`config.mk`:
```
export PLATFORM = sky130hd
export DESIGN_NAME = cpu_program_flow_core
export DESIGN_NICKNAME = d
export VERILOG_FILES = /design/src/flow_pkg.sv /design/src/cpu_program_flow_core.sv
export SDC_FILE = /design/constraint.sdc
export NUM_CORES = 1
export LEC_CHECK = 0
export BUFFER_PORTS_ARGS = -buffer_cell sky130_fd_sc_hd__buf_4
export CAP_MARGIN = 0
export CORE_UTILIZATION = 44
export CTS_CLUSTER_SIZE = 20
export DETAILED_ROUTE_END_ITERATION = 7
export PLACE_DENSITY = 0.75
export SYNTH_ARGS = -nofsm -noshare
export SYNTH_HDL_FRONTEND = slang
export SYNTH_SLANG_ARGS = --single-unit
```
`constraint.sdc`:
```
create_clock -name clk -period 14.68 [get_ports clk]
set_input_delay 3.67 -clock clk [delete_from_list [all_inputs] [get_ports clk]]
set_output_delay 3.67 -clock clk [all_outputs]
set_load 0.03 [all_outputs]
```
`src/flow_pkg.sv`:
```
// Shared constants and types for the program-flow core.
// Assumes a single 100 MHz clock and an Avalon-MM register slave.
package flow_pkg;

    // ------------------------------------------------------------
    // Geometry
    // ------------------------------------------------------------
    localparam int PC_W = 15;
    localparam int PM_AW = 12;
    localparam int PM_DW = 14;
    localparam int STACK_DEPTH = 16;
    localparam int SP_W = 5;
    localparam int PTR_W = 16;
    localparam int DM_AW = 12;
    localparam int CLS_W = 6;
    localparam int NUM_INSTR = 49;
    localparam int PM_SEL_BIT = 15;

    localparam logic [PC_W-1:0] RESET_VECTOR = 15'h0000;
    localparam logic [PC_W-1:0] INT_VECTOR = 15'h0004;
    localparam logic [SP_W-1:0] SP_FULL = 5'h10;

    // Linear view of general purpose RAM: 80 bytes per bank, 32 banks.
    localparam logic [PTR_W-1:0] LIN_BASE = 16'h2000;
    localparam logic [PTR_W-1:0] LIN_SPAN = 16'h0A00;
    localparam logic [PTR_W-1:0] LIN_BANK_BYTES = 16'h0050;
    localparam logic [6:0] GPR_OFFSET = 7'h20;

    // ------------------------------------------------------------
    // Register map (byte addresses)
    // ------------------------------------------------------------
    localparam logic [7:0] REG_CTRL = 8'h00;
    localparam logic [7:0] REG_POWER_CONTROL = 8'h04;
    localparam logic [7:0] REG_EVT_STATUS = 8'h08;
    localparam logic [7:0] REG_EVT_CLEAR = 8'h0C;
    localparam logic [7:0] REG_EVT_ENABLE = 8'h10;
    localparam logic [7:0] REG_POINTER0 = 8'h14;
    localparam logic [7:0] REG_POINTER1 = 8'h18;
    localparam logic [7:0] REG_FLOW = 8'h1C;

    localparam int CTRL_STK_RST_BIT = 0;
    localparam int OVF_BIT = 0;
    localparam int UNF_BIT = 1;
    localparam int EVT_ILLEGAL_BIT = 2;
    localparam int EVT_INT_BIT = 3;
    localparam int EVT_W = 4;
    localparam int FLOW_SP_LSB = 16;

    // ------------------------------------------------------------
    // Types
    // ------------------------------------------------------------
    typedef enum logic [3:0] {
        OP_STEP = 4'h0, OP_GOTO = 4'h1, OP_CALL = 4'h2, OP_RETURN = 4'h3,
        OP_INT_ENTRY = 4'h4, OP_RETFIE = 4'h5, OP_PTR_LOAD = 4'h6,
        OP_IND_READ = 4'h7, OP_IND_WRITE = 4'h8
    } op_t;

    typedef enum logic [0:0] {MODE_RUN = 1'b0, MODE_PM_WAIT = 1'b1} mode_t;

    typedef struct packed {
        logic [7:0] w;
        logic [7:0] status;
        logic [7:0] bsr;
        logic [7:0] pclath;
    } ctx_t;

    typedef struct packed {
        op_t op;
        logic [CLS_W-1:0] insn_class;
        logic [PC_W-1:0] target;
        logic [PTR_W-1:0] data;
        logic sel;
    } cmd_t;

endpackage : flow_pkg

```
`src/cpu_program_flow_core.sv`:
```
// Program counter, return stack, interrupt context and indirect pointers of an
// 8-bit CPU core, with an Avalon-MM register slave and a level interrupt.
// Assumes program memory and data memory both read combinationally. A program-memory
// read through a pointer spends one extra cycle with the pointer on pm_addr, so a
// slower program array must answer within that cycle.
//
// Summary of operation
// A dedicated 16-entry, 15-bit return stack is kept apart from data memory.
// A push onto a full stack or a pop from an empty one sets the overflow or underflow flag.
// With stack-error reset enabled, such an error also issues a software reset.
// Interrupt entry saves core registers to shadows and the interrupt return restores them.
// Two 16-bit indirect pointers reach all file registers and program memory.
// An indirect access into program memory takes one extra cycle to fetch the word.
// A linear pointer window maps contiguous space onto the 80-byte banks of RAM.
// The program counter is 15 bits wide over a 32K x 14 address space.
// Only 4096 words exist, so program addresses wrap within them.
// Reset starts at 0000h and interrupts vector to 0004h.
// The decoder accepts exactly 49 instruction classes and flags any other.
// Pointer bit 15 selects program memory, reads give the low byte, writes are dropped.
// Calls and interrupt entry push the return address, returns pop it into the counter.
//
// Our own choices: the Avalon-MM register port and the address map.
`timescale 1ns/10ps
module cpu_program_flow_core #(
    parameter int NUM_INSTR = flow_pkg::NUM_INSTR
) (
    // Clock and reset
    input wire logic clk,
    input wire logic reset,
    // Avalon-MM register slave
    input wire logic [7:0] avs_address,
    input wire logic avs_read,
    input wire logic avs_write,
    input wire logic [31:0] avs_writedata,
    output logic [31:0] avs_readdata,
    output logic avs_waitrequest,
    output logic irq,
    // Flow command from the instruction sequencer
    input wire logic cmd_valid,
    input wire flow_pkg::cmd_t cmd,
    output logic cmd_ready,
    // Interrupt context
    input wire flow_pkg::ctx_t ctx_in,
    output flow_pkg::ctx_t ctx_restore,
    output logic ctx_restore_valid,
    // Program memory
    output logic [flow_pkg::PM_AW-1:0] pm_addr,
    input wire logic [flow_pkg::PM_DW-1:0] pm_rdata,
    // Data memory
    output logic [flow_pkg::DM_AW-1:0] dm_addr,
    output logic dm_we,
    output logic [7:0] dm_wdata,
    input wire logic [7:0] dm_rdata,
    // Results
    output logic [7:0] ind_rdata,
    output logic ind_rvalid,
    output logic [flow_pkg::PC_W-1:0] pc,
    output logic soft_reset
);

    // ------------------------------------------------------------
    // State
    // ------------------------------------------------------------
    typedef struct packed {
        logic [flow_pkg::PC_W-1:0] pc;
        logic [flow_pkg::STACK_DEPTH-1:0][flow_pkg::PC_W-1:0] stk;
        logic [flow_pkg::SP_W-1:0] sp;
        logic [1:0][flow_pkg::PTR_W-1:0] ptr;
        logic [1:0][flow_pkg::PTR_W-1:0] shadow_ptr;
        flow_pkg::ctx_t shadow;
        logic stk_rst_en;
        logic [1:0] power_control_register;
        logic [flow_pkg::EVT_W-1:0] evt;
        logic [flow_pkg::EVT_W-1:0] evt_en;
        flow_pkg::mode_t mode;
        // Pointer of a pending program fetch; the command bus may move on meanwhile.
        logic pm_sel;
        logic [7:0] ind_rdata;
        logic ind_rvalid;
        logic restore_valid;
        logic soft_reset;
        logic ack;
        logic [31:0] rdata;
    } state_t;

    state_t s_q;
    state_t s_d;
    logic [flow_pkg::EVT_W-1:0] evt_set;
    logic [flow_pkg::EVT_W-1:0] evt_clr;
    logic stack_err;
    logic bus_req;
    logic [3:0] top_idx;
    logic [flow_pkg::PTR_W-1:0] sel_ptr;
    logic [flow_pkg::PTR_W-1:0] fetch_ptr;

    // ------------------------------------------------------------
    // Decoding helpers
    // ------------------------------------------------------------
    function automatic logic insn_legal(input logic [flow_pkg::CLS_W-1:0] cls);
        insn_legal = 32'(cls) < NUM_INSTR;
    endfunction : insn_legal

    // Linear addresses fold onto the GPR part of each 128-byte bank.
    function automatic logic [flow_pkg::DM_AW-1:0] dm_map(input logic [flow_pkg::PTR_W-1:0] p);
        logic [flow_pkg::PTR_W-1:0] off;
        logic [flow_pkg::PTR_W-1:0] bank;
        logic [flow_pkg::PTR_W-1:0] ofs;
        off = p - flow_pkg::LIN_BASE;
        bank = off / flow_pkg::LIN_BANK_BYTES;
        ofs = off % flow_pkg::LIN_BANK_BYTES;
        if (p >= flow_pkg::LIN_BASE && off < flow_pkg::LIN_SPAN) begin
            dm_map = {bank[4:0], 7'(ofs[6:0] + flow_pkg::GPR_OFFSET)};
        end else begin
            dm_map = p[flow_pkg::DM_AW-1:0];
        end
    endfunction : dm_map

    function automatic logic is_pm(input logic [flow_pkg::PTR_W-1:0] p);
        is_pm = p[flow_pkg::PM_SEL_BIT];
    endfunction : is_pm

    // ------------------------------------------------------------
    // Ports driven from state and from the bus and command inputs
    // ------------------------------------------------------------
    assign bus_req = avs_read | avs_write;
    assign avs_waitrequest = bus_req & ~s_q.ack;
    assign avs_readdata = s_q.rdata;
    assign irq = |(s_q.evt & s_q.evt_en);
    assign cmd_ready = s_q.mode == flow_pkg::MODE_RUN;
    assign top_idx = 4'(s_q.sp - 1'b1);
    assign sel_ptr = s_q.ptr[cmd.sel];
    assign fetch_ptr = s_q.ptr[s_q.pm_sel];
    // The fetch address simply drops the upper counter bits.
    assign pm_addr = (s_q.mode == flow_pkg::MODE_PM_WAIT) ?
        fetch_ptr[flow_pkg::PM_AW-1:0] : s_q.pc[flow_pkg::PM_AW-1:0];
    assign dm_addr = dm_map(sel_ptr);
    assign dm_we = cmd_valid & cmd_ready & (cmd.op == flow_pkg::OP_IND_WRITE)
        & insn_legal(cmd.insn_class) & ~is_pm(sel_ptr);
    assign dm_wdata = cmd.data[7:0];
    assign ind_rdata = s_q.ind_rdata;
    assign ind_rvalid = s_q.ind_rvalid;
    assign ctx_restore = s_q.shadow;
    assign ctx_restore_valid = s_q.restore_valid;
    assign pc = s_q.pc;
    assign soft_reset = s_q.soft_reset;

    // ------------------------------------------------------------
    // Next state
    // ------------------------------------------------------------
    always_comb begin
        s_d = s_q;
        evt_set = '0;
        evt_clr = '0;
        stack_err = 1'b0;
        s_d.ind_rvalid = 1'b0;
        s_d.restore_valid = 1'b0;
        s_d.soft_reset = 1'b0;
        s_d.ack = bus_req & ~s_q.ack;

        // ------------------------------------------------------------
        // Register writes
        // ------------------------------------------------------------
        // A write lands at the edge where waitrequest is low.
        if (s_q.ack && avs_write) begin
            case (avs_address)
                flow_pkg::REG_CTRL: begin
                    s_d.stk_rst_en = avs_writedata[flow_pkg::CTRL_STK_RST_BIT];
                end
                flow_pkg::REG_POWER_CONTROL: begin
                    s_d.power_control_register = s_q.power_control_register & avs_writedata[1:0];
                end
                flow_pkg::REG_EVT_CLEAR: begin
                    evt_clr = avs_writedata[flow_pkg::EVT_W-1:0];
                end
                flow_pkg::REG_EVT_ENABLE: begin
                    s_d.evt_en = avs_writedata[flow_pkg::EVT_W-1:0];
                end
                flow_pkg::REG_POINTER0: begin
                    s_d.ptr[0] = avs_writedata[flow_pkg::PTR_W-1:0];
                end
                flow_pkg::REG_POINTER1: begin
                    s_d.ptr[1] = avs_writedata[flow_pkg::PTR_W-1:0];
                end
                default: begin
                end
            endcase
        end

        // ------------------------------------------------------------
        // Register reads
        // ------------------------------------------------------------
        // Read data is captured while waitrequest is high and shown next cycle.
        if (bus_req && !s_q.ack) begin
            case (avs_address)
                flow_pkg::REG_CTRL: s_d.rdata = 32'(s_q.stk_rst_en);
                flow_pkg::REG_POWER_CONTROL: s_d.rdata = 32'(s_q.power_control_register);
                flow_pkg::REG_EVT_STATUS: s_d.rdata = 32'(s_q.evt);
                flow_pkg::REG_EVT_ENABLE: s_d.rdata = 32'(s_q.evt_en);
                flow_pkg::REG_POINTER0: s_d.rdata = 32'(s_q.ptr[0]);
                flow_pkg::REG_POINTER1: s_d.rdata = 32'(s_q.ptr[1]);
                flow_pkg::REG_FLOW: begin
                    s_d.rdata = 32'(s_q.pc) | (32'(s_q.sp) << flow_pkg::FLOW_SP_LSB);
                end
                default: s_d.rdata = '0;
            endcase
        end

        // ------------------------------------------------------------
        // Command flow
        // ------------------------------------------------------------
        // Nothing is taken while a program fetch is pending, so one bubble follows it.
        case (s_q.mode)
            flow_pkg::MODE_PM_WAIT: begin
                // Second cycle of a program-memory read: the word is now valid.
                s_d.ind_rdata = pm_rdata[7:0];
                s_d.ind_rvalid = 1'b1;
                s_d.mode = flow_pkg::MODE_RUN;
            end
            default: begin
                if (cmd_valid && !insn_legal(cmd.insn_class)) begin
                    evt_set[flow_pkg::EVT_ILLEGAL_BIT] = 1'b1;
                end else if (cmd_valid) begin
                    s_d.pc = s_q.pc + 1'b1;
                    case (cmd.op)
                        flow_pkg::OP_GOTO: s_d.pc = cmd.target;
                        flow_pkg::OP_CALL, flow_pkg::OP_INT_ENTRY: begin
                            if (s_q.sp == flow_pkg::SP_FULL) begin
                                s_d.power_control_register[flow_pkg::OVF_BIT] = 1'b1;
                                evt_set[flow_pkg::OVF_BIT] = 1'b1;
                                stack_err = 1'b1;
                            end else begin
                                s_d.stk[s_q.sp[3:0]] = (cmd.op == flow_pkg::OP_CALL) ?
                                    s_q.pc + 1'b1 : s_q.pc;
                                s_d.sp = s_q.sp + 1'b1;
                            end
                            if (cmd.op == flow_pkg::OP_CALL) begin
                                s_d.pc = cmd.target;
                            end else begin
                                s_d.pc = flow_pkg::INT_VECTOR;
                                s_d.shadow = ctx_in;
                                s_d.shadow_ptr = s_q.ptr;
                                evt_set[flow_pkg::EVT_INT_BIT] = 1'b1;
                            end
                        end
                        flow_pkg::OP_RETURN, flow_pkg::OP_RETFIE: begin
                            if (s_q.sp == '0) begin
                                s_d.power_control_register[flow_pkg::UNF_BIT] = 1'b1;
                                evt_set[flow_pkg::UNF_BIT] = 1'b1;
                                stack_err = 1'b1;
                                s_d.pc = flow_pkg::RESET_VECTOR;
                            end else begin
                                s_d.pc = s_q.stk[top_idx];
                                s_d.sp = s_q.sp - 1'b1;
                            end
                            if (cmd.op == flow_pkg::OP_RETFIE) begin
                                s_d.ptr = s_q.shadow_ptr;
                                s_d.restore_valid = 1'b1;
                            end
                        end
                        flow_pkg::OP_PTR_LOAD: s_d.ptr[cmd.sel] = cmd.data;
                        flow_pkg::OP_IND_READ: begin
                            if (is_pm(sel_ptr)) begin
                                s_d.mode = flow_pkg::MODE_PM_WAIT;
                                s_d.pm_sel = cmd.sel;
                            end else begin
                                s_d.ind_rdata = dm_rdata;
                                s_d.ind_rvalid = 1'b1;
                            end
                        end
                        default: begin
                        end
                    endcase
                end
            end
        endcase

        // ------------------------------------------------------------
        // Stack fault reset
        // ------------------------------------------------------------
        // A stack fault with the reset armed restarts the flow from the vector.
        if (stack_err && s_q.stk_rst_en) begin
            s_d.soft_reset = 1'b1;
            s_d.pc = flow_pkg::RESET_VECTOR;
            s_d.sp = '0;
        end

        // Hardware set wins over a software clear in the same cycle.
        s_d.evt = (s_q.evt & ~evt_clr) | evt_set;
    end

    // ------------------------------------------------------------
    // State register
    // ------------------------------------------------------------
    always_ff @(posedge clk or posedge reset) begin
        if (reset) begin
            s_q <= '0;
        end else begin
            s_q <= s_d;
        end
    end

endmodule : cpu_program_flow_core

```
---- Word level (Yosys, flattened, before mapping) ----
Cells that the tools add are included.
cells by class
  add/subtract/negate cells ............... 5
  div/mod/pow operators ................... 2
  $lt $le $gt $ge ......................... 9
  equality and inequality tests ........... 22
  mux-type cells .......................... 73
  bitwise gates (word level) .............. 18
  reduce and logical (&&, ||, !) cells .... 26
operators by type and width
  kind                                                                  number
  two-way mux 356 bit                                                   3
  two-way mux 245 bit                                                   1
  bitwise mux 240 bit                                                   1
  two-way mux 240 bit                                                   1
  one-hot mux 21 bit (7 select lines)                                   1
  two-way mux 64 bit                                                    2
  two-way mux 15 bit                                                    6
  two-way mux 16 bit                                                    5
  two-way mux 12 bit                                                    6
  two-way mux 32 bit                                                    2
  one-hot mux 32 bit (2 select lines)                                   1
  binary-select mux 15 bit (select 4 bit)                               1
  demux 15 bit (select 4 bit)                                           1
  one-hot mux 15 bit (3 select lines)                                   1
  bitwise mux 32 bit                                                    1
  equality test 8 x 5 -> 1 bit (second input constant)                  4
  two-way mux 1 bit                                                     21
  bitwise OR 15 x 21 -> 21 bit                                          1
  two-way mux 9 bit                                                     2
  demux 16 bit (select 1 bit)                                           1
  divider 16 x 7 -> 16 bit (second input constant)                      1
  equality test 4 x 3 -> 1 bit (second input constant)                  4
  equality test 8 x 4 -> 1 bit (second input constant)                  2
  greater-or-equal comparator 16 x 14 -> 1 bit (second input constant)  1
  46 further kinds                                                      85
word-level totals
  register bits after elaboration ......... 413
  input port bits ......................... 141
  output and inout bits ................... 126
  word-level logic and storage cells ...... 193

---- Longest topological paths before layout ----
  depth in word-level cells ............... 11
  gate-level depth with buffers ........... 32
  gate-level depth less buffers ........... 23

---- Worst setup path after synthesis ----
Ideal clock, no wire load.
  path kind ............................... input-to-output
  start ................................... input port cmd[0] (netlist bit)
  end ..................................... output port dm_addr[5] (netlist bit)
  data arrival time ....................... 11,307 ps
  required time ........................... 11,010 ps
  slack ................................... -297 ps
  stages .................................. 32
  buffers on the path ..................... 9
  path through ............................ buf_6 buf_6 buf_4 clkbuf_1 clkbuf_1 mux2i_1 ha_1 buf_2 xor2_1 nor3_1 o32a_1 a41oi_1 nor3_1 or3_1 buf_2 a211oi_2 o31ai_1 o41a_1 buf_2 a211o_1 and3_4 or2_1 buf_4 o211a_4 a21o_1 o31ai_4 nand4_4 o31a_1 nor4_4 nor2_1 o21a_1 a211oi_1
between the ends
  longest elaborated chain between the ends .. 6
  elaborated cells between the ends (all ways) .. 9
  those cells by class .................... add/sub: 2; div: 1; order compare: 2; mux: 3; reduce/logical: 1
ends and longest elaborated chain
  item                                                                                     RTL line                                                    text
  start, declared                                                                          cpu_program_flow_core.sv:40                                 input wire flow_pkg::cmd_t cmd,
  two-way mux 16 bit (not written as such) (*) (2 in series)                               cpu_program_flow_core.sv:131                                assign sel_ptr = s_q.ptr[cmd.sel];
  subtractor 16 x 14 -> 16 bit                                                             cpu_program_flow_core.sv:108                                off = p - flow_pkg::LIN_BASE;
  modulo 16 x 7 -> 16 bit / less-than comparator 16 x 12 -> 1 bit (equally long branches)  cpu_program_flow_core.sv:110, cpu_program_flow_core.sv:111
  adder 7 x 6 -> 7 bit / logical AND 1 bit (equally long branches)                         cpu_program_flow_core.sv:112, cpu_program_flow_core.sv:111
  two-way mux 12 bit (*)                                                                   cpu_program_flow_core.sv:111                                if (p >= flow_pkg::LIN_BASE && off < flow_pkg::LIN_SPAN) begin
  end, declared                                                                            cpu_program_flow_core.sv:50                                 output logic [flow_pkg::DM_AW-1:0] dm_addr,
Every way passes the cells marked *; elsewhere a longest branch is shown, timed or not. The select of a mux whose other input is x is not followed.

---- Worst setup path in the final report ----
  start ................................... input port cmd[0] (netlist bit)
  end ..................................... output port dm_addr[6] (netlist bit)
The elaborated chain is that of the path after synthesis.

==> results.sh <==
export IMPL_drt_pass1_iter_count=8
export IMPL_grt_first_pass_wirelength_um=105000
export IMPL_cts_made_buffers=43
export IMPL_yosys_register_bits=402
export IMPL_timing_setup_tns_ns=0
export IMPL_dieArea_um2=51300
export IMPL_fin_area_um2=25500
export IMPL_synth_area_top_cells="dfrtp_1 (45%), a21oi_1 (6.8%), mux4_2 (6.5%), nand2_1 (5.5%), nor2_1 (5.4%)"
export IMPL_cts_reportedPaths_clkPinSlew_ns=0.05
export IMPL_r2r_slack_ns=10.43
export IMPL_cts_sinks=402
export IMPL_drt_first_iter_violations=2280
export IMPL_synth_cell_types=103
export IMPL_synth_top_area_share_pct=45.3
export IMPL_finalWirelength_um=69000
export IMPL_cts_root_buf="clkbuf_16"
export IMPL_gp_congestion=0.947
export IMPL_placementRows=81
export IMPL_arrival_ns=10.76
export IMPL_rr_endpoint="pc[2]$_DFFE_PP0P_"
export IMPL_setup_viol=0
export IMPL_num_vias=19000
export IMPL_synth_seq_area_share_pct=45.3
export IMPL_grt_max_degree=194
export IMPL_fp_coreArea_um2=49400
export IMPL_post_route_min_period_ns=14.43
export IMPL_syn_area_um2=22200
export IMPL_worst_setup_path_start_kind="input port"
export IMPL_worstHoldStart="ctx_restore[12]$_DFFE_PP0P_"
export IMPL_post_route_cells_drive_above_1_share_pct=21.5
export IMPL_worst_pin_slew_ns=1.26
export IMPL_yosys_area_share_simple_pct=16.0
export IMPL_final_common_cell="dfrtp_1"
export IMPL_drv_slew=0
export IMPL_finalHoldViolCount=0
export IMPL_ant_nets=0
export IMPL_grt_pass1_vias=18400
export IMPL_reg2regPathDepth=9
export IMPL_hold_worst_slack_ns=0.466
export IMPL_run_status="complete, but fails checks"
export IMPL_layout_common_cells="dfrtp_1 (401), nand2_1 (323), nor2_1 (304)"
export IMPL_relSlewSlack_pct=16.0
export IMPL_power_density_nw_per_um2=219
export IMPL_synth_fa_ha_area_share_pct=0.496
export IMPL_h_tree_depth=2
export IMPL_cts_tree="built"
export IMPL_syn_avg_cell_area_um2=9.35
export IMPL_violations="DRC"
export IMPL_synth_top_family_by_area="compound AO/OA/AOI/OAI gates"
export IMPL_wl_per_cell_um=21.9
export IMPL_synth_compound_area_share_pct=17.9
export IMPL_drc_errors=2
export IMPL_cap_violations=0
export IMPL_start_util_pct=45.0
export IMPL_hold_class="reg2reg"
export IMPL_worst_ir_drop_vdd_v=0.000187
export IMPL_die_w_um=227
export IMPL_synth_edf_count=0
export IMPL_max_freq_mhz=69.3
export IMPL_period_share_pct=98.3
export IMPL_nNetsFinal=2600
export IMPL_syn_inst=2372
export IMPL_critPathKind="in2out"
export IMPL_synth_main_ff_cell="dfrtp_1"
export IMPL_post_dp_cell_area_um2=24000
export IMPL_grt_ovfl_total=0
export IMPL_track_usage_pct=26.6
export IMPL_antenna_found_initial=1
export IMPL_synth_mux_area_fraction_pct=12.1
export IMPL_crit_fanout=10
export IMPL_clock_skew_ns=0.0348
export IMPL_min_path_cells=2
export IMPL_ys_warn_count=0
export IMPL_viasPerCell=6.05
export IMPL_holdPathEnd="ctx_restore[12]$_DFFE_PP0P_"
export IMPL_cts_hold_buf=0
export IMPL_synthArstFlopShare_pct=100
export IMPL_hpwl_um=45500
export IMPL_rr_startpoint="s_q[153]$_DFFE_PP0P_"
export IMPL_cts_buffer_depth=3
export IMPL_ios=267
export IMPL_synth_xor_area_share_pct=1.33
export IMPL_total_leakage_power_nw=11.5
export IMPL_yosysTopAreaCell="dfrtp_1"
export IMPL_syn2layout_area_growth_pct=15.0
export IMPL_die_y_um=227
export IMPL_worstPathRequired_ns=11.01
export IMPL_worstSkewPairLatency_ns=0.59
export IMPL_portBuffers=233
export IMPL_endpoint_kind="output port"
[final cells by class]
class | instances | area [um^2]
fill | 4327 | 23800
multi-input combinational | 1686 | 10800
sequential | 402 | 10100
timing repair buffer | 298 | 2260
clock buffer | 61 | 1250
tap | 664 | 831
clock inverter | 13 | 211
inverter | 20 | 78.8
antenna | 1 | 2.50
[synth_stat cells, types with 10 or more instances]
library cell  count
nand4_1          10
a22o_1           10
o21ai_0         106
nand2b_1         10
dfrtp_1         402
o211ai_1         14
xnor2_1          18
a22oi_1          44
clkbuf_1        153
xor2_1           12
mux2i_1          84
nor2_1          317
nor4_1           13
nand3_1          30
a221oi_1         11
inv_1            19
a31oi_1          12
a211oi_1         24
a21oi_1         301
buf_4            98
nor2b_1          24
o31ai_1          17
mux4_2           64
nand2_1         323
mux2_2           29
buf_1            11
nor3_1           37
[through the flow]
stage          setup WS (ns)  power, mW  cells  util (%)
2_1_floorplan          0.105       3.64   2382         -
3_3_place_gp           0.294       4.29   3067      48.6
3_5_place_dp           0.205       4.36   3067      48.6
4_1_cts                0.190       5.51   3141      51.6
5_1_grt              -0.0418       5.87   3145      51.7
6_report               0.249       5.58   3145      51.7
[worst max-delay path, stage by stage]
cell	delay (ns)
buf_4	0.15
buf_4	0.28
mux2i_4	0.49
xnor2_2	0.30
nand3_1	0.22
o21ai_1	0.40
nor3_1	0.11
buf_4	0.17
a2111oi_4	0.43
xnor2_1	0.15
or4_1	0.54
or4b_1	0.62
nand3_2	0.24
buf_4	0.19
a211o_2	0.15
nand3_2	0.09
o211a_4	0.27
a21o_1	0.25
o31ai_4	0.29
nand4_4	0.18
o31a_1	0.35
nor4_4	0.38
buf_4	0.19
nor2_1	0.06
o2111a_1	0.17
a31oi_2	0.19
buf_4	0.20
[per-layer routing]
| metal | global-route usage [%] | up-vias | routed length [um] |
|---|---|---|---|
| met3 | 5.53 | 214 | 6050 |
| li1 | - | 8461 | - |
| met5 | 0 | - | 0 |
| met1 | 33.6 | 9328 | 26800 |
| met2 | 43.4 | 1014 | 32900 |
| met4 | 12.9 | 0 | 3180 |
[power breakdown]
| part | internal, mW | switching, mW |
|---|---|---|
| clock network | 0.682 | 0.458 |
| logic | 1.12 | 1.73 |
| registers | 1.34 | 0.240 |
[logic make-up after synthesis]
kind of cell / count (synthesis)
compound gates: 632
other cells: 1
flops: 402
xor+xnor: 32
fa+ha+maj: 9
buf+inv: 294
simple gates: 820
mux: 182
[repair_timing]
action / CTS / global route
resized for setup: 0 / 10
endpoints found under the setup margin: 0 / 3
setup buffers: 0 / 2
[worst max-delay path by stage]
stage,from,to,slack [ns]
finish,cmd[0],dm_addr[6],0.25
global route,cmd[0],dm_addr[6],-0.04
CTS,cmd[0],dm_addr[6],0.19
detailed placement,cmd[0],dm_addr[6],0.21
global placement,cmd[0],dm_addr[6],0.29
floorplan,cmd[0],dm_addr[6],0.10
No activity file was read; power rests on OpenSTA's default activity.
